==> config.mk <==
export PLATFORM = sky130hd
export DESIGN_NAME = socket_distributed_dma_config_regs
export DESIGN_NICKNAME = d
export VERILOG_FILES = /design/src/distributed_dma_cfg_pkg.sv /design/src/socket_distributed_dma_config_regs.sv
export SDC_FILE = /design/constraint.sdc
export NUM_CORES = 1
export LEC_CHECK = 0
export BUFFER_PORTS_ARGS = -buffer_cell sky130_fd_sc_hd__clkbuf_2
export CAP_MARGIN = 20
export CORE_MARGIN = 8
export CORE_UTILIZATION = 40
export DETAILED_ROUTE_END_ITERATION = 6
export GPL_ROUTABILITY_DRIVEN = 0
export PLACE_DENSITY = 0.87
export SYNTH_ARGS = -nofsm -noshare
export SYNTH_HDL_FRONTEND = slang
export SYNTH_SLANG_ARGS = --single-unit
==> constraint.sdc <==
create_clock -name clk_sys -period 1.4 [get_ports clk_sys]
set_input_delay 0.14 -clock clk_sys [delete_from_list [all_inputs] [get_ports clk_sys]]
set_output_delay 0.14 -clock clk_sys [all_outputs]
set_load 0.05 [all_outputs]
==> src/distributed_dma_cfg_pkg.sv <==
/*
 * Constants and carrier types for the distributed DMA configuration register bank.
 * Assumes a byte-addressed configuration port with 32-bit data and byte enables.
 */
package distributed_dma_cfg_pkg;

	// ==========================================================================
	// Register offsets (byte addresses in configuration space)
	// ==========================================================================
	localparam logic [7:0] socket_dma_control_0_off = 8'h94;
	localparam logic [7:0] socket_dma_control_1_off = 8'h98;
	localparam logic [7:0] capability_identifier_off = 8'ha0;
	localparam logic [7:0] next_capability_pointer_off = 8'ha1;

	// ==========================================================================
	// Fixed values and reset values
	// ==========================================================================
	localparam logic [7:0] capability_identifier_val = 8'h01;
	localparam logic [7:0] next_capability_pointer_val = 8'h00;
	localparam logic [11:0] distributed_dma_window_base_rst = 12'h000;
	localparam logic [1:0] card_transfer_width_rst = 2'h0;
	localparam logic distributed_dma_decode_enable_rst = 1'b0;
	localparam logic [1:0] dma_request_pin_select_rst = 2'h0;

	// ==========================================================================
	// Field positions
	// ==========================================================================
	localparam int base_lsb = 4;
	localparam int ext_bit = 3;
	localparam int width_lsb = 1;
	localparam int enable_bit = 0;

	// ==========================================================================
	// Encodings
	// ==========================================================================
	localparam logic [1:0] width_8bit = 2'h0;
	localparam logic [1:0] width_16bit = 2'h1;
	localparam logic [1:0] pin_none = 2'h0;
	localparam logic [1:0] pin_speaker = 2'h1;
	localparam logic [1:0] pin_io_is_16bit = 2'h2;
	localparam logic [1:0] pin_input_acknowledge = 2'h3;

	// Index of the last of the card transfers that drain one prefetched word, per width.
	localparam logic [1:0] last_beat_8bit = 2'h3;
	localparam logic [1:0] last_beat_16bit = 2'h1;

	// ==========================================================================
	// Carrier types
	// ==========================================================================
	typedef struct packed {
		logic [11:0] distributed_dma_window_base;
		logic [1:0] card_transfer_width;
		logic distributed_dma_decode_enable;
	} dma_control_1_s;

	typedef struct packed {
		logic [15:0] data;
		logic is_16bit;
	} card_beat_s;

endpackage : distributed_dma_cfg_pkg

==> src/socket_distributed_dma_config_regs.sv <==
/*
 * Distributed DMA configuration registers of a socket bridge: socket DMA control 0 and 1,
 * the head of the power management capability list, the DMA window decoder and the
 * 32-bit prefetch buffer that feeds card-side transfers.
 * Assumes all inputs are synchronous to clk_sys and the configuration master never overlaps
 * a read and a write.
 */
// Implementation choice: the address-and-strobe port.
module socket_distributed_dma_config_regs (
	input wire logic clk_sys,
	input wire logic rstn,
	input wire logic [7:0] cfg_addr,
	input wire logic [31:0] cfg_wdata,
	input wire logic [3:0] cfg_byte_en,
	input wire logic cfg_write,
	input wire logic cfg_read,
	output logic [31:0] cfg_rdata,
	input wire logic [31:0] io_addr,
	input wire logic io_valid,
	output logic distributed_dma_hit,
	output logic [11:0] distributed_dma_window_base,
	output logic [1:0] card_transfer_width,
	output logic distributed_dma_decode_enable,
	output logic [1:0] dma_request_pin_select,
	input wire logic [31:0] pci_word,
	input wire logic pci_word_valid,
	output logic pci_word_ready,
	output distributed_dma_cfg_pkg::card_beat_s card_beat,
	output logic card_beat_valid,
	input wire logic card_beat_ready
);

	// ==========================================================================
	// Address decode
	// ==========================================================================
	wire logic [5:0] word_index = cfg_addr[7:2];
	wire logic hit_ctl0 = word_index == distributed_dma_cfg_pkg::socket_dma_control_0_off[7:2];
	wire logic hit_ctl1 = word_index == distributed_dma_cfg_pkg::socket_dma_control_1_off[7:2];
	wire logic hit_cap = word_index == distributed_dma_cfg_pkg::capability_identifier_off[7:2];

	distributed_dma_cfg_pkg::dma_control_1_s ctl1_reg;
	distributed_dma_cfg_pkg::dma_control_1_s ctl1_next;
	logic [1:0] pin_sel_reg;
	logic [1:0] pin_sel_next;
	logic [31:0] rdata_reg;
	logic [31:0] rdata_next;

	// ==========================================================================
	// Register writes
	// ==========================================================================
	wire logic wr_ctl0 = cfg_write && hit_ctl0;
	wire logic wr_ctl1 = cfg_write && hit_ctl1;

	always_comb begin
		ctl1_next = ctl1_reg;
		pin_sel_next = pin_sel_reg;
		if (wr_ctl1 && cfg_byte_en[0]) begin
			ctl1_next.distributed_dma_window_base[3:0] = cfg_wdata[7:4];
			ctl1_next.card_transfer_width = cfg_wdata[2:1];
			ctl1_next.distributed_dma_decode_enable = cfg_wdata[0];
		end
		if (wr_ctl1 && cfg_byte_en[1]) begin
			ctl1_next.distributed_dma_window_base[11:4] = cfg_wdata[15:8];
		end
		if (wr_ctl0 && cfg_byte_en[0]) begin
			pin_sel_next = cfg_wdata[1:0];
		end
	end

	always_ff @(posedge clk_sys) begin
		if (!rstn) begin
			ctl1_reg.distributed_dma_window_base <= distributed_dma_cfg_pkg::distributed_dma_window_base_rst;
			ctl1_reg.card_transfer_width <= distributed_dma_cfg_pkg::card_transfer_width_rst;
			ctl1_reg.distributed_dma_decode_enable <= distributed_dma_cfg_pkg::distributed_dma_decode_enable_rst;
			pin_sel_reg <= distributed_dma_cfg_pkg::dma_request_pin_select_rst;
		end else begin
			ctl1_reg <= ctl1_next;
			pin_sel_reg <= pin_sel_next;
		end
	end

	// ==========================================================================
	// Register reads
	// ==========================================================================
	wire logic [31:0] ctl0_word = {30'h0, pin_sel_reg};
	wire logic [31:0] ctl1_word = {16'h0000, ctl1_reg.distributed_dma_window_base, 1'b0,
		ctl1_reg.card_transfer_width, ctl1_reg.distributed_dma_decode_enable};
	wire logic [31:0] cap_word = {16'h0000, distributed_dma_cfg_pkg::next_capability_pointer_val,
		distributed_dma_cfg_pkg::capability_identifier_val};

	always_comb begin
		rdata_next = 32'h0;
		if (cfg_read) begin
			if (hit_ctl0) begin
				rdata_next = ctl0_word;
			end else if (hit_ctl1) begin
				rdata_next = ctl1_word;
			end else if (hit_cap) begin
				rdata_next = cap_word;
			end
		end
	end

	always_ff @(posedge clk_sys) begin
		if (!rstn) begin
			rdata_reg <= 32'h0;
		end else begin
			rdata_reg <= rdata_next;
		end
	end

	assign cfg_rdata = rdata_reg;
	assign distributed_dma_window_base = ctl1_reg.distributed_dma_window_base;
	assign card_transfer_width = ctl1_reg.card_transfer_width;
	assign distributed_dma_decode_enable = ctl1_reg.distributed_dma_decode_enable;
	assign dma_request_pin_select = pin_sel_reg;

	// ==========================================================================
	// Distributed DMA window decode
	// ==========================================================================
	wire logic upper_zero = io_addr[31:16] == 16'h0000;
	wire logic base_match = io_addr[15:4] == ctl1_reg.distributed_dma_window_base;
	assign distributed_dma_hit = io_valid && ctl1_reg.distributed_dma_decode_enable && upper_zero && base_match;

	// ==========================================================================
	// Prefetch word and card-side beats
	// ==========================================================================
	logic [31:0] prefetch_reg;
	logic [31:0] prefetch_next;
	logic full_reg;
	logic full_next;
	logic [1:0] beat_reg;
	logic [1:0] beat_next;

	wire logic wide = ctl1_reg.card_transfer_width == distributed_dma_cfg_pkg::width_16bit;
	wire logic [1:0] last_beat = wide ? distributed_dma_cfg_pkg::last_beat_16bit
		: distributed_dma_cfg_pkg::last_beat_8bit;
	wire logic beat_done = full_reg && card_beat_ready;
	wire logic word_done = beat_done && beat_reg == last_beat;
	wire logic [15:0] half_sel = beat_reg[0] ? prefetch_reg[31:16] : prefetch_reg[15:0];
	wire logic [7:0] byte_sel = prefetch_reg[8 * beat_reg +: 8];

	assign pci_word_ready = !full_reg;
	assign card_beat_valid = full_reg;
	assign card_beat = '{data: wide ? half_sel : {8'h00, byte_sel}, is_16bit: wide};

	always_comb begin
		prefetch_next = prefetch_reg;
		full_next = full_reg;
		beat_next = beat_reg;
		if (pci_word_valid && !full_reg) begin
			prefetch_next = pci_word;
			full_next = 1'b1;
			beat_next = 2'h0;
		end else if (word_done) begin
			full_next = 1'b0;
			beat_next = 2'h0;
		end else if (beat_done) begin
			beat_next = beat_reg + 2'h1;
		end
	end

	always_ff @(posedge clk_sys) begin
		if (!rstn) begin
			prefetch_reg <= 32'h0;
			full_reg <= 1'b0;
			beat_reg <= 2'h0;
		end else begin
			prefetch_reg <= prefetch_next;
			full_reg <= full_next;
			beat_reg <= beat_next;
		end
	end

endmodule : socket_distributed_dma_config_regs

==> results of run 1 <==
==> path summary, 6_finish.rpt <==
kind	slack, ns	start	cells after the start	end
max reg2reg	0.05	beat_reg[0]$_SDFFE_PP0P_	6	beat_reg[1]$_SDFFE_PP0P_
min	0.03	pci_word[18]	3	prefetch_reg[18]$_SDFFE_PN0P_
min reg2reg	0.47	prefetch_reg[17]$_SDFFE_PN0P_	2	prefetch_reg[17]$_SDFFE_PN0P_
max	-0.43	card_transfer_width[1]$_SDFFE_PN0P_	5	card_beat[2]
==> area by class of cell <==
cell class              count  share of cell area (%)
inverters                   6                   0.541
flip-flops and latches     67                    25.7
clock inverters             7                    1.29
repair buffers            190                    28.4
multi-input cells         275                    39.3
well taps                 105                    2.47
clock buffers               9                    2.33
==> per-layer routing <==
metal,share of wire [%],global-route usage [%],vias to the layer above
met5,0,0,-
met4,2.1,7.24,0
met3,8.6,7.92,20
met2,54,34.6,171
met1,36,17.8,1582
li1,-,-,1565
==> power by group through the flow <==
| stage | combinational (mW) | sequential, mW | clock, mW |
|---|---|---|---|
| final | 0.874 | 2.03 | 1.59 |
| after global routing | 0.925 | 2.03 | 1.69 |
| after CTS | 0.830 | 2.01 | 1.59 |
| after detailed placement | 0.767 | 2.05 | 0 |
| after global placement | 0.750 | 2.04 | 0 |
| after floorplan | 0.489 | 2.05 | 0 |
==> cells by family after synthesis <==
kind of cell,after synthesis,synth area share (%)
other,1,0.116
buffers and inverters,46,7.77
and+or+nand+nor,149,22.5
muxes,40,12.8
xor gates and xnor gates,13,3.52
AOI/OAI and AO/OA,55,11.9
DFF,67,41.4
==> metrics by stage <==
stage                     hold slack, ns  setup TNS (ns)  instance area (sq um)  util (%)  instances
after floorplan                    0.280           -1.84                   3550         -        387
final                             0.0296           -5.31                   5320      66.4        659
after global placement             0.377          -0.645                   4640      57.9        622
after CTS                         0.0180           -5.15                   5060      63.2        647
after global routing              0.0194           -6.56                   5320      66.4        659
after detailed placement           0.385           -1.04                   4640      57.9        622
==> cell usage in the layout (no fill, tap or decap), types with 9 or more instances in the layout <==
master      n
clkbuf_8    9
buf_4      28
conb_1     17
xnor2_1    11
dfxtp_2    10
nor2b_1    18
clkbuf_2  123
and2_1     13
mux2i_4    12
buf_6      11
buf_12     22
dfxtp_1    53
nand2_1    71
mux2i_1    22
a21boi_0   32
==> timing repair <==
| item | in CTS | in global routing |
|---|---|---|
| pin swaps | 2 | 20 |
| buffers inserted | 8 | 13 |
| resized for setup | 30 | 36 |
| setup endpoints to repair | 19 | 19 |
| cloned | 2 | 1 |
==> critical path, cell delays in order, from the launching register on <==
cell,delay (ns)
dfxtp_4,0.34
nand2b_4,0.18
and2_4,0.20
mux2_4,0.32
a21oi_4,0.16
buf_12,0.15
==> impl_metrics.toml, run 1 <==
[outcome]
status = "finished with violations"
failed_checks = "negative setup slack"

[power_and_ir_drop]
clkPwrFrac_pct = 35.4
internal-power_mw = 3.16
ir_drop_uv = 706
p_leak_nw = 2.20
pwr_density_cell_nw_per_um2 = 846
fin_total_pwr_mw = 4.50
pwr-share-comb_pct = 19.4
p_sw_share_pct = 29.7
p_seq_share_pct = 45.2
p_switching_mw = 1.34

[final_layout]
fin_nets = 664
drive_gt1_share_pct = 48.7
largest_reg_flops = 32
diodes = 0
multiInputGateArea_sq_um = 2090
nFillCells = 607
register_area_sq_um = 1370
syn_to_final_growth_pct = 64.2

[clocking]
cts.clk_slew.worst_paths_ns = 0.08
clk_latency_ns = 0.34
cts_root_buf = "clkbuf_8"
cts.sink_count = 67
clockBufferDepth = 2
cts_tree = "yes"
cts_made_buffers = 9
holdBufCountCts = 0
h-tree-depth = 3

[sta]
setup_viol = 18
drv_slew = 0
clock_skew_ns = 0.00807
layout_min_cycle_time_ns = 1.83
finalHoldViolations = 0
rsz0062_at_grt = "yes"
fin_crit_sh_pct = 131
layout_setup_ws_ns = -0.429
fmax_ghz = 0.547

[detailed_routing]
drt_pass1_iterations = 4
via_count = 3338
drt_iter0_markers = 64
viasPerCell = 5.07
drc_errors = 0
avgRoutedWirePerCell_um = 17.8
drt_wl_total_um = 11700
ant_nets = 0

[die]
pin_count = 184
dieArea_sq_um = 11200
num_rows = 33
core_sq_um = 8010
die_x_um = 106
die_y_um = 106
start_util_pct = 40.4

[global_route]
grt_start_max_net_pins = 33
grt_pass1_wl_um = 16900
overflow = 0
grt_pass1_vias = 3569
antenna_found_initial = 0
track_usage_pct = 18.7

[logic_synthesis]
ys_top_cells_by_area = "dfxtp_1 41%, mux2i_1 12%, nand2_1 8.7%"
synth_area_sq_um = 3240
synth-seq-area-share_pct = 41.4
yosysMostFrequentCell = "nand2_1"
yosysTopAreaCellShare_pct = 41.4
ys.flop_type = "dfxtp_1"
async_reset_ff_share_pct = 0
avgSynthCellArea_sq_um = 8.72
yosys_warnings = 0
ys_ff_latch = 67
syn_inst = 371
synth_enable_flop_cells = 0
yosysTopAreaCell = "dfxtp_1"
synth_cell_types = 35
synth_commonest_cells = "75 x nand2_1, 67 x dfxtp_1, 38 x mux2i_1, 33 x a21boi_0, 19 x nor2b_1"

[worst_setup_path]
worst_ep_arrival_time_ns = 1.69
start_kind = "register"
crit_fanout = 5
crit_path_end_kind = "primary output"
crit_required_ns = 1.26
worstSetupPathType = "register to primary output"

[placed_design]
dp_hpwl_um = 8160
portBuffers = 141
place_ws_ns = -0.305

[run]
cap_viol_max_count = 0

[min_path]
min_path_type = "input port to register"
(Power assumes the default switching activity.)
==> run 2, diff against run 1 <==
--- a/config.mk
+++ b/config.mk
@@ -11,6 +11,7 @@
 export CORE_UTILIZATION = 40
 export DETAILED_ROUTE_END_ITERATION = 6
 export GPL_ROUTABILITY_DRIVEN = 0
+export GPL_TIMING_DRIVEN = 0
 export PLACE_DENSITY = 0.87
 export SYNTH_ARGS = -nofsm -noshare
 export SYNTH_HDL_FRONTEND = slang
==> run 2 against run 1 <==
Effect of this change: the flow still finishes with violations (negative setup slack); first-iteration DRC count up 38%; via count down 2.1%; sequential power about the same; global-route usage down 0.22 points; flip-flop and latch count unchanged; setup slack worse by 0.057 ns; clock skew up 0.0051 ns; worst hold slack better by 0.0047 ns; maximum frequency down 3.0%; non-clock buffer count down 2; largest power group unchanged.
==> impl_metrics.toml, run 2 (synthesized netlist as in run 1, its figures left out) <==
[power_and_ir_drop]
ir_drop_uv = 495
pwr_density_cell_nw_per_um2 = 924
p_leak_nw = 2.15
fin_total_pwr_mw = 4.77

[sta]
slew_headroom_pct = 64.4
clock_skew_ns = 0.0132
drv_slew = 0
layout_min_cycle_time_ns = 1.89
layout_setup_ws_ns = -0.487
fmax_ghz = 0.530
whs_ns = 0.0343
rsz0062_at_grt = "yes"
fin_crit_sh_pct = 135
worst_pin_slew_ns = 0.533
finalHoldViolations = 0
setup_viol = 17

[clocking]
clockBufferDepth = 2
holdBufCountCts = 0
clk_latency_ns = 0.34
cts.sink_count = 67
cts.clk_slew.worst_paths_ns = 0.08
cts_tree = "yes"
cts_root_buf = "clkbuf_8"
h-tree-depth = 3
cts_made_buffers = 9

[worst_setup_path]
crit_required_ns = 1.26
worst_ep_arrival_time_ns = 1.75
r2r_setup_slack_ns = 0.06
r2r-end = "prefetch_reg[14]$_SDFFE_PN0P_"
worstSetupPathType = "register to primary output"
start_kind = "register"
reg2reg_from = "card_beat_valid$_SDFFE_PN0P_"
crit_fanout = 8
crit_path_end_kind = "primary output"
worstRegToRegCells = 5

[global_route]
overflow = 0
grt_pass1_vias = 3626
grt_pass1_wl_um = 16900
track_usage_pct = 18.5
antenna_found_initial = 0
grt_start_max_net_pins = 13

[detailed_routing]
dr_wl_met2_um = 5710
drc_errors = 0
met3_length_um = 1000
drt_wl_total_um = 10900
via_count = 3268
met1_length_um = 4020
routed.top_layer = "met4"
viasPerCell = 4.97
ant_nets = 0
drt_pass1_iterations = 5
avgRoutedWirePerCell_um = 16.6
drt_iter0_markers = 88

[die]
pin_count = 184
die_x_um = 106
num_rows = 33
dieArea_sq_um = 11200
core_sq_um = 8010
die_y_um = 106
start_util_pct = 40.4

[outcome]
status = "finished with violations"
failed_checks = "negative setup slack"

[min_path]
whs_endpoint = "prefetch_reg[18]$_SDFFE_PN0P_"
worstHoldStart = "pci_word[18]"
min_path_type = "input port to register"
min_path_cells = 3

[final_layout]
diodes = 0
final_cell_mix = "125 x clkbuf_2, 73 x nand2_1, 53 x dfxtp_1, 32 x a21boi_0, 25 x buf_4"
fin_nets = 662
syn_to_final_growth_pct = 59.6
drive_gt1_share_pct = 46.7
largest_reg_flops = 32
nFillCells = 613
layout_commonest_cell = "clkbuf_2"

[placed_design]
dp_hpwl_um = 7990
place_ws_ns = -0.448
portBuffers = 141

[run]
cap_viol_max_count = 0
## run 2: cell count changes in the layout (fill, tap and decap cells not counted), sizes merged
cell	delta
bufinv	+1
clkbuf	+17
inv	+1
buf	-16
clkinv	-4
bufbuf	-1
## run 2: per-layer routing
metal | vias to the layer above | track usage (%)
met2 | 165 | 34.0
li1 | 1568 | -
met3 | 18 | 7.62
met4 | 0 | 6.83
met5 | - | 0
met1 | 1517 | 18.0
## run 2: worst max path at each step
stage                                                            from  slack (ns)  cells past startpoint                   to
final                             card_transfer_width[1]$_SDFFE_PN0P_       -0.49                      5         card_beat[1]
after global routing      distributed_dma_window_base[3]$_SDFFE_PN0P_       -0.55                      5  distributed_dma_hit
after CTS                         card_transfer_width[1]$_SDFFE_PN0P_       -0.48                      5         card_beat[1]
after detailed placement                                  io_addr[26]       -0.45                      6  distributed_dma_hit
after global placement                                    io_addr[26]       -0.46                      6  distributed_dma_hit
after floorplan                                           io_addr[26]       -0.34                      4  distributed_dma_hit
## run 2: repair_timing
action                                  4_1_cts  5_1_grt
gates resized for setup                      76       46
setup buffers                                 6        2
endpoints found under the setup margin       48       47
pin swaps                                     6        4
cloned                                        2        0
## run 2: critical path, stage by stage, from the launching register on
cell	delay [ns]
dfxtp_4	0.35
nand2b_4	0.20
and2_4	0.24
mux2_4	0.31
a21oi_4	0.15
buf_8	0.16
## run 2: through the flow
step	cells	setup TNS [ns]	utilization [%]	area, sq um
finish	657	-5.27	64.5	5160
detailed placement	633	-9.56	54.8	4390
global route	657	-6.23	64.5	5160
floorplan	387	-1.84	-	3550
CTS	655	-5.69	62.6	5020
global placement	633	-7.60	54.8	4390
## run 2: area by class of cell
class	count	area, sq um	share of cell area [%]
plain buffers	38	342	6.61
clock buffers	11	151	2.93
clock inverters	5	83.8	1.62
inverters	6	26.3	0.509
multi-input cells	275	2090	40.4
flip-flops and latches	67	1370	26.6
well taps	105	131	2.54
repair buffers	150	973	18.8
## run 2: power by group
group	internal (mW)	switching, mW	total (mW)
combinational	0.380	0.479	0.859
sequential	1.96	0.0712	2.03
clock	1.11	0.782	1.89
total	3.44	1.33	4.77
